$ cat src/shared/occd_pkg.sv
package occd_pkg;

	localparam int unsigned NUM_CH = 8;

	// ----------------------------------------------------------------
	// Register offsets.
	// ----------------------------------------------------------------
	localparam logic [3:0] ADDR_SIDE = 4'h0;
	localparam logic [3:0] ADDR_TYPE = 4'h1;
	localparam logic [3:0] ADDR_ARRANGE = 4'h2;
	localparam logic [3:0] ADDR_EFF_SIDE = 4'h3;
	localparam logic [3:0] ADDR_EFF_TYPE = 4'h4;
	localparam logic [3:0] ADDR_STATUS = 4'h5;
	localparam logic [3:0] ADDR_DRIVE = 4'h6;

	// ----------------------------------------------------------------
	// Field positions in the arrangement register.
	// ----------------------------------------------------------------
	localparam int unsigned ARR_PH_A_BIT = 0;
	localparam int unsigned ARR_PH_B_BIT = 1;
	localparam int unsigned ARR_BR_A_BIT = 2;
	localparam int unsigned ARR_BR_B_BIT = 3;

	// ----------------------------------------------------------------
	// Field positions in the status register.
	// ----------------------------------------------------------------
	localparam int unsigned STAT_INVALID_BIT = 0;
	localparam int unsigned STAT_PTYPE_LS_BIT = 1;
	localparam int unsigned STAT_EN6_BIT = 2;
	localparam int unsigned STAT_DIS_BIT = 3;

	// ----------------------------------------------------------------
	// Reset values: all low side, N type, no arrangement.
	// ----------------------------------------------------------------
	localparam logic [7:0] SIDE_RST = 8'h00;
	localparam logic [7:0] TYPE_RST = 8'h00;
	localparam logic [3:0] ARRANGE_RST = 4'h0;

	// Channels not switched off by the external disable inputs.
	localparam logic [7:0] DIS_IMMUNE_MASK = 8'hc0;
	// Channel gated by the dedicated channel-six enable.
	localparam logic [7:0] EN6_MASK = 8'h20;

	// Bridge decode state.
	typedef enum logic [2:0] {
		OCCD_MODE_PLAIN = 3'h1,
		OCCD_MODE_PH = 3'h2,
		OCCD_MODE_BRIDGE = 3'h4
	} occd_mode_e;

endpackage

$ cat src/shared/occd_cfg_if.sv
interface occd_cfg_if;
	logic [7:0] side_sel;
	logic [7:0] type_sel;
	logic [3:0] arrange;
	logic [7:0] eff_side;
	logic [7:0] eff_type;
	logic invalid;
	logic ptype_ls;

	modport ctrl (output side_sel, output type_sel, output arrange,
		input eff_side, input eff_type, input invalid, input ptype_ls);
	modport dec (input side_sel, input type_sel, input arrange,
		output eff_side, output eff_type, output invalid, output ptype_ls);
endinterface

$ cat src/core/occd_role_decode.sv
module occd_role_decode (
	occd_cfg_if.dec cfg
);

	wire ph_a = cfg.arrange[occd_pkg::ARR_PH_A_BIT];
	wire ph_b = cfg.arrange[occd_pkg::ARR_PH_B_BIT];
	wire br_a = cfg.arrange[occd_pkg::ARR_BR_A_BIT];
	wire br_b = cfg.arrange[occd_pkg::ARR_BR_B_BIT];

	// Both pair selections share channels 1..4 with bridge A; when both are set the
	// bridge wins, since its roles contain the pair roles in full.
	wire ph_a_eff = ph_a & ~br_a;
	wire ph_b_eff = ph_b & ~br_a;

	// Claim masks and forced roles (1 = high side), channel 1 in bit 0.
	wire [7:0] claim_mask = {8{ph_a_eff}} & 8'h09
		| {8{ph_b_eff}} & 8'h06
		| {8{br_a}} & 8'h0f
		| {8{br_b}} & 8'hf0;
	wire [7:0] forced_side = {8{ph_a_eff}} & 8'h01
		| {8{ph_b_eff}} & 8'h02
		| {8{br_a}} & 8'h03
		| {8{br_b}} & 8'h30;

	// Claimed channels take the forced role; the rest keep their own side bit.
	assign cfg.eff_side = (claim_mask & forced_side) | (~claim_mask & cfg.side_sel);
	// P type is kept only where the effective side is high.
	assign cfg.eff_type = cfg.type_sel & cfg.eff_side;
	assign cfg.ptype_ls = |(cfg.type_sel & ~cfg.eff_side);
	assign cfg.invalid = br_a & (ph_a | ph_b);

endmodule

$ cat src/core/occd_top.sv
module occd_top #(
	parameter int unsigned NUM_CH = occd_pkg::NUM_CH
) (
	input wire logic clk_i,
	input wire logic rstn_i,
	input wire logic [3:0] addr_i,
	input wire logic [7:0] wdata_i,
	input wire logic wr_i,
	input wire logic rd_i,
	output logic [7:0] rdata_o,
	input wire logic [7:0] channel_on_n_i,
	input wire logic channel_six_enable_in_i,
	input wire logic external_disable_hi_i,
	input wire logic external_disable_lo_i,
	output logic [7:0] drive_on_o,
	output logic [7:0] drive_high_side_o,
	output logic [7:0] drive_p_type_o,
	output logic config_invalid_o
);

	// ----------------------------------------------------------------
	// Pin synchronisers.
	// ----------------------------------------------------------------
	logic [10:0] pin_meta_q;
	logic [10:0] pin_sync_q;
	wire [10:0] pin_raw = {external_disable_lo_i, external_disable_hi_i,
		channel_six_enable_in_i, channel_on_n_i};

	always_ff @(posedge clk_i or negedge rstn_i) begin
		if (!rstn_i) begin
			// Inputs idle as released: channels off, disable low-active inactive.
			pin_meta_q <= 11'h4ff;
			pin_sync_q <= 11'h4ff;
		end else begin
			pin_meta_q <= pin_raw;
			pin_sync_q <= pin_meta_q;
		end
	end

	wire [7:0] on_n_s = pin_sync_q[7:0];
	wire en6_s = pin_sync_q[8];
	wire dis_hi_s = pin_sync_q[9];
	wire dis_lo_s = pin_sync_q[10];
	// Either disable source is enough; the two are redundant by design.
	wire disable_s = dis_hi_s | ~dis_lo_s;

	// ----------------------------------------------------------------
	// Configuration registers.
	// ----------------------------------------------------------------
	logic [7:0] side_q;
	logic [7:0] type_q;
	logic [3:0] arrange_q;

	wire wr_side = wr_i & (addr_i == occd_pkg::ADDR_SIDE);
	wire wr_type = wr_i & (addr_i == occd_pkg::ADDR_TYPE);
	wire wr_arr = wr_i & (addr_i == occd_pkg::ADDR_ARRANGE);

	always_ff @(posedge clk_i or negedge rstn_i) begin
		if (!rstn_i) begin
			side_q <= occd_pkg::SIDE_RST;
			type_q <= occd_pkg::TYPE_RST;
			arrange_q <= occd_pkg::ARRANGE_RST;
		end else begin
			if (wr_side) begin
				side_q <= wdata_i;
			end
			if (wr_type) begin
				type_q <= wdata_i;
			end
			if (wr_arr) begin
				arrange_q <= wdata_i[3:0];
			end
		end
	end

	// ----------------------------------------------------------------
	// Role decoding.
	// ----------------------------------------------------------------
	occd_cfg_if cfg ();

	assign cfg.side_sel = side_q;
	assign cfg.type_sel = type_q;
	assign cfg.arrange = arrange_q;

	occd_role_decode u_decode (
		.cfg(cfg)
	);

	// ----------------------------------------------------------------
	// Drive command.
	// ----------------------------------------------------------------
	wire br_a = arrange_q[occd_pkg::ARR_BR_A_BIT];
	wire br_b = arrange_q[occd_pkg::ARR_BR_B_BIT];

	// Bridge inputs: PWM low-active, direction, high impedance.
	function automatic logic [3:0] bridge_drive(input logic pwm_n, input logic dir,
		input logic bridge_high_impedance);
		logic on;
		on = ~pwm_n & ~bridge_high_impedance;
		// Order: high 1, high 2, low 1, low 2; direction picks the diagonal.
		bridge_drive = {on & ~dir, on & dir, on & dir, on & ~dir};
	endfunction

	wire [3:0] br_a_drv = bridge_drive(on_n_s[0], on_n_s[1], on_n_s[2]);
	wire [3:0] br_b_drv = bridge_drive(on_n_s[4], on_n_s[5], on_n_s[6]);

	// Channels bridge roles: 1,2 high, 3,4 low. Map {lo2,lo1,hi2,hi1}.
	wire [7:0] plain_on = ~on_n_s;
	wire [7:0] cmd_on;
	assign cmd_on[3:0] = br_a ? br_a_drv : plain_on[3:0];
	assign cmd_on[7:4] = br_b ? br_b_drv : plain_on[7:4];

	wire [7:0] gate_dis = disable_s ? occd_pkg::DIS_IMMUNE_MASK : 8'hff;
	wire [7:0] gate_en6 = en6_s ? 8'hff : ~occd_pkg::EN6_MASK;
	wire [7:0] drive_d = cmd_on & gate_dis & gate_en6;

	logic [7:0] drive_q;
	logic [7:0] high_q;
	logic [7:0] ptype_q;
	logic invalid_q;

	always_ff @(posedge clk_i or negedge rstn_i) begin
		if (!rstn_i) begin
			drive_q <= 8'h00;
			high_q <= 8'h00;
			ptype_q <= 8'h00;
			invalid_q <= 1'b0;
		end else begin
			drive_q <= drive_d;
			high_q <= cfg.eff_side;
			ptype_q <= cfg.eff_type;
			invalid_q <= cfg.invalid;
		end
	end

	assign drive_on_o = drive_q;
	assign drive_high_side_o = high_q;
	assign drive_p_type_o = ptype_q;
	assign config_invalid_o = invalid_q;

	// ----------------------------------------------------------------
	// Read port.
	// ----------------------------------------------------------------
	wire [7:0] status = {4'h0, disable_s, en6_s, cfg.ptype_ls, cfg.invalid};

	logic [7:0] rdata_d;
	always_comb begin
		case (addr_i)
			occd_pkg::ADDR_SIDE: rdata_d = side_q;
			occd_pkg::ADDR_TYPE: rdata_d = type_q;
			occd_pkg::ADDR_ARRANGE: rdata_d = {4'h0, arrange_q};
			occd_pkg::ADDR_EFF_SIDE: rdata_d = cfg.eff_side;
			occd_pkg::ADDR_EFF_TYPE: rdata_d = cfg.eff_type;
			occd_pkg::ADDR_STATUS: rdata_d = status;
			occd_pkg::ADDR_DRIVE: rdata_d = drive_q;
			default: rdata_d = 8'h00;
		endcase
	end

	logic [7:0] rdata_q;
	always_ff @(posedge clk_i or negedge rstn_i) begin
		if (!rstn_i) begin
			rdata_q <= 8'h00;
		end else begin
			// Data stands only in the cycle after the read strobe.
			rdata_q <= rd_i ? rdata_d : 8'h00;
		end
	end

	assign rdata_o = rdata_q;

endmodule

$ cat config.mk
export PLATFORM = sky130hd
export DESIGN_NAME = occd_top
export DESIGN_NICKNAME = d
export VERILOG_FILES = /design/src/shared/occd_pkg.sv /design/src/shared/occd_cfg_if.sv /design/src/core/occd_role_decode.sv /design/src/core/occd_top.sv
export SDC_FILE = /design/constraint.sdc
export NUM_CORES = 1
export LEC_CHECK = 0
export BUFFER_PORTS_ARGS = -buffer_cell sky130_fd_sc_hd__buf_2
export CORE_MARGIN = 1.5
export CORE_UTILIZATION = 50
export CTS_CLUSTER_SIZE = 25
export DETAILED_ROUTE_END_ITERATION = 16
export GPL_TIMING_DRIVEN = 0
export PLACE_DENSITY = 0.76
export SYNTH_ARGS = -nofsm -noshare
export SYNTH_HDL_FRONTEND = slang
export SYNTH_SLANG_ARGS = --single-unit
$ cat constraint.sdc
create_clock -name clk_i -period 2.05 [get_ports clk_i]
set_input_delay 0.205 -clock clk_i [delete_from_list [all_inputs] [get_ports clk_i]]
set_output_delay 0.205 -clock clk_i [all_outputs]
set_load 0.01 [all_outputs]
# After elaboration in Yosys (flattened, before gate mapping)
# Cells that the tools add are included.
# word_totals
reg_bits,75
in_bits,27
out_inout_bits,33
word_cells,62
# classes
eq_ne,6
n_mux,6
bitwise,38
n_reduce_logical,2
# op_table
op,n
8-bit one-hot mux with 7 select lines,1
8-bit bitwise AND,6
8-bit inverter,3
8-bit OR,2
1-bit bitwise AND,12
4-bit by 3-bit equality test with 1-bit output (second input constant),3
6-bit 2-to-1 mux,2
4-bit by 2-bit equality test with 1-bit output (second input constant),2
4-bit 2-to-1 mux,2
8-bit 2-to-1 mux,1
1-bit inverter,8
8-bit by 2-bit OR with 8-bit output,1
8-bit by 4-bit OR with 8-bit output,1
8-bit by 6-bit OR with 8-bit output,1
8-bit OR reduction,1
4-bit by 1-bit equality test with 1-bit output (second input constant),1
4-bit zero test,1
4-bit by 3-bit OR with 4-bit output,1
1-bit OR,2
1-bit by 2-bit OR with 2-bit output,1

# Longest topological paths before layout
# Gate-level depths: netlist of run 1.
# depth
ltp_word,13
mapped_depth,7
mapped_depth_nobuf,6

# Hierarchy
# Synthesis of run 1 repeated with hierarchy kept, for this count alone.
# hier_totals
cells_unflattened,240
area_unflattened_um2,3166.8
# modules_own_cells
mod,instances,cells_each,area_per_inst_um2,seq_area_each_um2
occd_top,1,210,2964.1,1899.3
occd_role_decode,1,30,202.7,0.0

# Least setup slack after synthesis of run 1
# OpenSTA, ideal clock, no wires.
# synth_path
path_type,register to register
from,reg arrange_q[1]
to,reg rdata_q[1] (netlist: rdata_o[1])
setup_time_ps,129
arrival_ps,1191
required_ps,1921
path_slack_ps,731
stages_incl_launch_ff,6
n_path_buf,0
synth_period_minus_slack_ps,1319
cell_sequence,dfrtp_1 > nor3_1 > inv_1 > a21o_1 > a221oi_2 > a21oi_1
# synth_between
elab_chain_cells,12
elab_cells_between_ends,17
cone_classes,mux: 2; bitwise: 14; reduce/logical: 1
# synth_rtl
element,line_no,rtl
from (decl),occd_top.sv:52,logic [3:0] arrange_q;
from (signal assigned),occd_top.sv:62,arrange_q <= occd_pkg::ARRANGE_RST;
from (signal assigned),occd_top.sv:71,arrange_q <= wdata_i[3:0];
1-bit bitwise AND (*),occd_role_decode.sv:13,wire ph_b_eff = ph_b & ~br_a;
4-bit by 3-bit OR with 4-bit output,occd_role_decode.sv:17,| {8{ph_b_eff}} & 8'h06
8-bit by 4-bit OR with 8-bit output,occd_role_decode.sv:18,| {8{br_a}} & 8'h0f
8-bit OR,occd_role_decode.sv:19,| {8{br_b}} & 8'hf0;
8-bit inverter,occd_role_decode.sv:26,assign cfg.eff_side = (claim_mask & forced_side) | (~claim_mask & cfg.side_sel);
8-bit bitwise AND,occd_role_decode.sv:26,
8-bit OR (*),occd_role_decode.sv:26,
named net cfg.eff_side[1],occd_cfg_if.sv:5,logic [7:0] eff_side;
8-bit inverter,occd_role_decode.sv:29,assign cfg.ptype_ls = |(cfg.type_sel & ~cfg.eff_side);
8-bit bitwise AND,occd_role_decode.sv:29,
8-bit OR reduction,occd_role_decode.sv:29,
8-bit one-hot mux with 7 select lines (*),occd_top.sv:148,case (addr_i)
8-bit 2-to-1 mux (*),occd_top.sv:166,rdata_q <= rd_i ? rdata_d : 8'h00;
to (signal assigned),occd_top.sv:166,
to (decl),occd_top.sv:160,logic [7:0] rdata_q;
# Mark *: on every way through the listed nets, which the timed path passes. The rest lies on a longest branch.
# A chain may end at the register's enable or synchronous reset.

# Final worst setup path of run 1
# Same ends and word-level chain as after synthesis.

==> results of run 1 <==
-- power by group through the flow --
stage	combinational [mW]	clock, mW	sequential, mW
6_report	0.610	1.34	1.82
5_1_grt	0.672	1.42	1.85
4_1_cts	0.613	1.36	1.82
3_5_place_dp	0.593	0	1.85
3_3_place_gp	0.574	0	1.84
2_1_floorplan	0.325	0	1.87
-- final timing paths --
check                                    startpoint                     endpoint  slack (ns)  depth (start not counted)
setup / recovery           arrange_q[1]$_DFFE_PN0P_         rdata_o[1]$_DFF_PN0_        0.42                          5
hold / removal                               rstn_i     arrange_q[2]$_DFFE_PN0P_       -0.02                          1
setup reg to reg           arrange_q[1]$_DFFE_PN0P_         rdata_o[1]$_DFF_PN0_        0.42                          5
hold reg to reg             pin_meta_q[9]$_DFF_PN0_      pin_sync_q[9]$_DFF_PN0_        0.35                          0
max in group asynchronous                    rstn_i      drive_on_o[5]$_DFF_PN0_        1.52                          1
min in group clk_i                       wdata_i[7]  cfg.type_sel[7]$_DFFE_PN0P_        0.08                          2
-- metrics by stage --
stage | setup WS [ns] | hold WS, ns | power, mW | instances | instance area [µm²]
global placement | 0.434 | 0.310 | 2.41 | 354 | 3340
CTS | 0.454 | 0.00951 | 3.79 | 381 | 3690
detailed placement | 0.481 | 0.311 | 2.44 | 354 | 3340
finish | 0.421 | -0.0214 | 3.77 | 381 | 3690
global route | 0.334 | 0.0727 | 3.93 | 381 | 3690
floorplan | 0.731 | -0.0906 | 2.19 | 225 | 2970
-- sequential cells by signal, summed over array words and instances, names as in the netlist --
register and flops:
pin_meta_q 11, pin_sync_q 11, cfg.side_sel 8, cfg.type_sel 8, drive_high_side_o 8, drive_on_o 8
drive_p_type_o 8, rdata_o 8, arrange_q 4, config_invalid_o 1
-- cell type report --
cell class / count / area, µm² / share of cell area, %
buffer: 5 / 47.5 / 1.29
clock buffer: 9 / 124 / 3.35
clock inverter: 7 / 116 / 3.15
inverter: 10 / 37.5 / 1.02
multi-input combinational: 135 / 981 / 26.6
sequential: 75 / 1900 / 51.4
tap: 72 / 90.1 / 2.44
timing repair buffer: 68 / 398 / 10.8
-- Yosys cell counts (2+ instances only) --
| master | n |
|---|---|
| nand3_1 | 4 |
| dfrtp_1 | 57 |
| nand2b_1 | 5 |
| and2_1 | 5 |
| o21ai_0 | 10 |
| nor2b_1 | 3 |
| a31oi_1 | 3 |
| mux2_4 | 8 |
| buf_6 | 2 |
| nor3_1 | 7 |
| and3_1 | 2 |
| nor2_1 | 18 |
| dfstp_2 | 18 |
| a21oi_1 | 9 |
| o21a_1 | 2 |
| mux2_2 | 13 |
| nand2_1 | 13 |
| inv_1 | 10 |
| a211oi_1 | 2 |
| a22o_1 | 2 |
| buf_2 | 2 |
| a22oi_1 | 4 |
| mux2i_1 | 3 |
-- metal layers --
metal | up-vias | share of wire (%) | global-route usage, %
met2 | 69 | 49 | 31.9
met4 | 0 | 1.9 | 12.4
met1 | 978 | 43 | 26.3
met5 | - | 0 | 0
met3 | 14 | 6.6 | 4.46
li1 | 941 | - | -
-- cell families after synthesis --
logic type,share of synthesized area (%)
AO/OA/AOI/OAI,9.37
buffers and inverters,2.87
flip-flops,64.1
multiplexers,10.0
AND/OR/NAND/NOR,13.7
-- worst max-delay path: stages (launching register included) --
cell and delay (ns):
dfrtp_1 0.42, nor3_1 0.43, inv_1 0.14, a21o_1 0.19, a221oi_2 0.22, a21oi_1 0.10
==> results.sh, run 1 <==
export IMPL_arrival_ns=1.85
export IMPL_initial_utilization_pct=52.9
export IMPL_maxCapViolations=0
export IMPL_cts_setup_buffers=0
export IMPL_routed_wl_um=5910
export IMPL_drt_iter0_drc=121
export IMPL_yosys_cell_types_count=46
export IMPL_syn_area_um2=2970
export IMPL_dp_hpwl_um=4080
export IMPL_leakage_nw=1.79
export IMPL_cts_tree="built"
export IMPL_nNetsFinal=331
export IMPL_final_common_cell="buf_2"
export IMPL_fin_util_pct=65.9
export IMPL_rsz0062_at_grt="no"
export IMPL_p_sw_share_pct=26.0
export IMPL_p_comb_share_pct=16.2
export IMPL_relSlewSlack_pct=41.1
export IMPL_slew_viol_final=0
export IMPL_gp_congestion=0.876
export IMPL_yosys_warnings=0
export IMPL_p_per_area_nw_per_um2=1020
export IMPL_diodes=0
export IMPL_skew_ns=0.0130
export IMPL_p_int_mw=2.79
export IMPL_fin_crit_ns=1.63
export IMPL_synth_net_count=252
export IMPL_global_route_overflow_total=0
export IMPL_p_seq_share_pct=48.3
export IMPL_die_w_um=80.0
export IMPL_tns_ns=0
export IMPL_peakVddDrop_uv=522
export IMPL_drtPass1Iterations=5
export IMPL_tightestPinTransition_ns=0.883
export IMPL_violations="hold timing"
export IMPL_critPathLaunchType="flop"
export IMPL_wl_per_cell_um=15.5
export IMPL_port_buffers=57
export IMPL_grt_pass1_vias=1970
export IMPL_clock_latency_ns=0.36
export IMPL_core_um2=5610
export IMPL_syn_inst=225
export IMPL_fillCellCount=440
export IMPL_yosysTopAreaCell="dfrtp_1"
export IMPL_hold_path_class="in2async"
export IMPL_syn2layout_area_growth_pct=24.6
export IMPL_io_pins=60
export IMPL_drt_antenna_violating_nets=0
export IMPL_cts_repair_resized=0
export IMPL_dieHeight_um=80.0
export IMPL_layout_common_cells="58 x buf_2, 57 x dfrtp_1, 18 x nor2_1, 18 x dfstp_2"
export IMPL_grt_max_degree=76
export IMPL_clk_path_buf_depth=2
export IMPL_status="finished with violations"
export IMPL_crit_required_ns=2.28
export IMPL_synth_edff_count=0
export IMPL_clkPwrFrac_pct=35.5
export IMPL_fmax_mhz=614
export IMPL_drive_gt1_share_pct=42.4
export IMPL_dieArea_um2=6400
export IMPL_postCtsHoldBufs=11
export IMPL_drcViolationCount=0
export IMPL_antenna_found_initial=0
export IMPL_htreeDepth=3
export IMPL_fin_crit_sh_pct=79.5
export IMPL_worstPathMaxFanout=5
export IMPL_numClockSinks=75
export IMPL_via_per_inst=5.25
export IMPL_setup_viol=0
export IMPL_via_count=2002
export IMPL_grt_use_total_pct=20.6
export IMPL_fp_row_count=27
export IMPL_cts_clk_slew_worst_paths_ns=0.08
export IMPL_grt_first_pass_wirelength_um=9630
export IMPL_p_switching_uw=981
export IMPL_synthTopCellsByArea="dfrtp_1 48%, dfstp_2 16%, mux2_2 4.9%, mux2_4 4.1%, nor2_1 2.3%"
export IMPL_end_kind="flop"
export IMPL_postSynthAreaPerCell_um2=13.2
export IMPL_yosysSeqAreaShare_pct=64.1
export IMPL_root_buffer="clkbuf_8"
export IMPL_path_class="reg2reg"
export IMPL_cts_made_buffers=9
export IMPL_hold_viol_final=56
export IMPL_synth_ff_latch_count=75
export IMPL_synthArstFlopShare_pct=100
export IMPL_whs_ns=-0.0214
export IMPL_synth_ff_type="dfrtp_1"
export IMPL_synth_top_area_share_pct=48.1
Power figures use the tool's default switching activity.
==> run 2, diff against run 1 <==
--- a/config.mk
+++ b/config.mk
@@ -5,9 +5,10 @@
 export SDC_FILE = /design/constraint.sdc
 export NUM_CORES = 1
 export LEC_CHECK = 0
+export ABC_AREA = 1
 export BUFFER_PORTS_ARGS = -buffer_cell sky130_fd_sc_hd__buf_2
 export CORE_MARGIN = 1.5
-export CORE_UTILIZATION = 50
+export CORE_UTILIZATION = 48
 export CTS_CLUSTER_SIZE = 25
 export DETAILED_ROUTE_END_ITERATION = 16
 export GPL_TIMING_DRIVEN = 0
==> constraint.sdc (replaced) <==
create_clock -name clk_i -period 1.4 [get_ports clk_i]
set_input_delay 0.14 -clock clk_i [delete_from_list [all_inputs] [get_ports clk_i]]
set_output_delay 0.14 -clock clk_i [all_outputs]
set_load 0.01 [all_outputs]
==> run 2 against run 1 <==
The flow now finishes without violations. Via count up 14%. Die area up 2.8%. Area after synthesis down 1.2%. Non-clock buffer count up 2. Routed wire length up 1.4%. Final cell count up 21%. Clock skew down 0.0064 ns. Maximum frequency up 20%. Sequential share of layout area up 0.37 points. Register-to-register slack worse by 0.38 ns. Critical path type unchanged.
==> results.sh, run 2 <==
export IMPL_status="completed"
export IMPL_p_switching_mw=1.46
export IMPL_cts_tree="built"
export IMPL_syn_inst=300
export IMPL_path_buf_inv=2
export IMPL_final_cells=462
export IMPL_multi_input_area_um2=867
export IMPL_path_class="reg2reg"
export IMPL_cp_depth=9
export IMPL_fin_crit_sh_pct=96.8
export IMPL_drcViolationCount=0
export IMPL_arrival_ns=1.59
export IMPL_io_pins=60
export IMPL_slew_viol_final=0
export IMPL_grt_use_total_pct=20.5
export IMPL_antenna_found_initial=0
export IMPL_fp_row_count=28
export IMPL_cts_clk_slew_worst_paths_ns=0.08
export IMPL_routed_wl_um=5990
export IMPL_synth_ff_latch_count=75
export IMPL_cts_made_buffers=9
export IMPL_clkPwrFrac_pct=32.8
export IMPL_port_buffers=59
export IMPL_p_comb_share_pct=16.3
export IMPL_min_path_cells=3
export IMPL_synthTopCellsByArea="dfrtp_1 49%, dfstp_2 16%, nand2_1 8.6%, o21ai_0 5.1%, inv_1 5.0%"
export IMPL_yosys_cell_types_count=22
export IMPL_fin_crit_ns=1.35
export IMPL_crit_chain="buf_2, inv_2, nand2_1, nand2_1, nand2_1, nor2_1, nand2_1, nand2_1, a21oi_1"
export IMPL_cp_common_cell="nand2_1"
export IMPL_via_per_inst=4.95
export IMPL_final_common_cell="nand2_1"
export IMPL_peakVddDrop_uv=826
export IMPL_skew_ns=0.00662
export IMPL_worstPathMaxFanout=9
export IMPL_initial_utilization_pct=49.5
export IMPL_numClockSinks=75
export IMPL_fmax_mhz=738
export IMPL_diodes=0
export IMPL_critPathLaunchType="flop"
export IMPL_gp_congestion=0.851
export IMPL_tns_ns=0
export IMPL_r2r_setup_slack_ns=0.05
export IMPL_max_stage_delay_ns=0.36
export IMPL_synth_ff_type="dfrtp_1"
export IMPL_die_w_um=81.1
export IMPL_rr_worst_depth=9
export IMPL_grt_max_degree=76
export IMPL_crit_required_ns=1.64
export IMPL_grt_first_pass_wirelength_um=9840
export IMPL_p_sw_share_pct=28.3
export IMPL_maxCapViolations=0
export IMPL_end_kind="flop"
export IMPL_synth_net_count=327
export IMPL_clk_path_buf_depth=2
export IMPL_relSlewSlack_pct=41.3
export IMPL_layout_common_cells="66 x nand2_1, 59 x buf_2, 56 x dfrtp_1, 37 x inv_1, 30 x o21ai_0"
export IMPL_syn_area_um2=2930
export IMPL_synthTopCellsByCount="67 x nand2_1, 57 x dfrtp_1, 39 x inv_1"
export IMPL_drt_iter0_drc=98
export IMPL_synthArstFlopShare_pct=100
export IMPL_leakage_nw=1.88
export IMPL_core_um2=5920
export IMPL_min_to="cfg.side_sel[7]$_DFFE_PN0P_"
export IMPL_p_per_area_nw_per_um2=1410
export IMPL_critPathTopFamily="simple AND/OR/NAND/NOR gates"
export IMPL_yosysSeqAreaShare_pct=64.8
export IMPL_rsz0062_at_grt="yes"
export IMPL_syn2layout_area_growth_pct=25.3
export IMPL_dp_hpwl_um=4290
export IMPL_r2r_start="arrange_q[3]$_DFFE_PN0P_"
export IMPL_dieArea_um2=6580
export IMPL_postSynthAreaPerCell_um2=9.76
export IMPL_synth_most_common_cell="nand2_1"
export IMPL_hold_path_startpoint="wdata_i[7]"
export IMPL_drt_antenna_violating_nets=0
export IMPL_via_count=2285
export IMPL_tightestPinTransition_ns=0.881
export IMPL_synth_top_area_share_pct=48.7
export IMPL_hold_viol_final=0
export IMPL_slowest_stage="dfrtp_1"
export IMPL_whs_ns=0.0435
export IMPL_dp_cells=434
export IMPL_regArea_um2=1900
export IMPL_hold_path_class="in2reg"
export IMPL_nNetsFinal=409
export IMPL_global_route_overflow_total=0
export IMPL_setup_viol=0
export IMPL_top_regs="pin_meta_q: 11 flops, pin_sync_q: 11 flops"
export IMPL_root_buffer="clkbuf_8"
export IMPL_drive_gt1_share_pct=31.0
export IMPL_dieHeight_um=81.1
export IMPL_htreeDepth=3
export IMPL_wl_per_cell_um=13.0
export IMPL_cts_setup_buffers=0
export IMPL_yosysTopAreaCell="dfrtp_1"
export IMPL_yosys_warnings=0
export IMPL_drtPass1Iterations=4
export IMPL_reg2reg_to="rdata_o[1]$_DFF_PN0_"
export IMPL_clock_latency_ns=0.36
export IMPL_grt_pass1_vias=2228
export IMPL_p_int_mw=3.70
export IMPL_synth_edff_count=0
export IMPL_p_seq_share_pct=50.8
export IMPL_fillCellCount=503
## run 2: how the worst max path moves through the flow
stage | slack (ns) | startpoint | to
floorplan | 0.19 | pin_sync_q[10]$_DFF_PN1_ | rdata_o[3]$_DFF_PN0_
CTS | 0.004 | arrange_q[2]$_DFFE_PN0P_ | rdata_o[1]$_DFF_PN0_
finish | 0.05 | arrange_q[3]$_DFFE_PN0P_ | rdata_o[1]$_DFF_PN0_
global route | -0.003 | arrange_q[3]$_DFFE_PN0P_ | rdata_o[1]$_DFF_PN0_
global placement | -0.14 | rstn_i | drive_p_type_o[1]$_DFF_PN0_
detailed placement | 0.04 | arrange_q[2]$_DFFE_PN0P_ | rdata_o[1]$_DFF_PN0_
## run 2: stage by stage
| step | total power [mW] | utilization, % | setup slack [ns] | instance area, µm² |
|---|---|---|---|---|
| after global routing | 5.44 | 62.0 | -0.00253 | 3670 |
| after CTS | 5.17 | 61.6 | 0.00378 | 3650 |
| after floorplan | 3.10 | - | 0.194 | 2930 |
| after global placement | 3.42 | 56.0 | -0.139 | 3320 |
| final | 5.17 | 62.0 | 0.0454 | 3670 |
| after detailed placement | 3.45 | 56.1 | 0.0396 | 3320 |
## run 2: worst min-delay path, cell delays in order
cell and delay, ns:
buf_2 0.09, inv_1 0.07, o21ai_2 0.06
## run 2: logic make-up (layout without fill, tap and decap cells)
family	after synthesis	after routing	share of synthesized area [%]
compound gates	55	55	10.7
buf+inv	44	131	6.32
flops	75	75	64.8
simple gates	126	126	18.1
## run 2: layer usage
layer	track usage, %	wire (µm)	vias to the layer above
li1	-	-	1115
met1	25.4	2530	1081
met2	33.0	2960	69
met3	3.71	283	20
met4	13.1	221	0
met5	0	0	-
## run 2: repair_timing
item | 4_1_cts | 5_1_grt
hold endpoints to repair | 68 | 0
setup endpoints to repair | 0 | 7
gates resized for setup | 0 | 10
hold buffers | 12 | 0
## run 2: area by class of cell
cell class	count	share of cell area (%)
sequential	75	51.8
multi-input combinational	181	23.6
timing repair buffer	71	11.4
clock buffer	13	4.33
inverter	40	4.09
tap	75	2.56
clock inverter	3	1.26
buffer	4	0.955
## run 2: power groups by stage
stage / clock network [mW] / registers [mW] / logic [mW]
2_1_floorplan: 0 / 2.68 / 0.424
3_3_place_gp: 0 / 2.64 / 0.777
3_5_place_dp: 0 / 2.65 / 0.801
4_1_cts: 1.73 / 2.61 / 0.830
5_1_grt: 1.82 / 2.66 / 0.962
6_report: 1.70 / 2.63 / 0.844
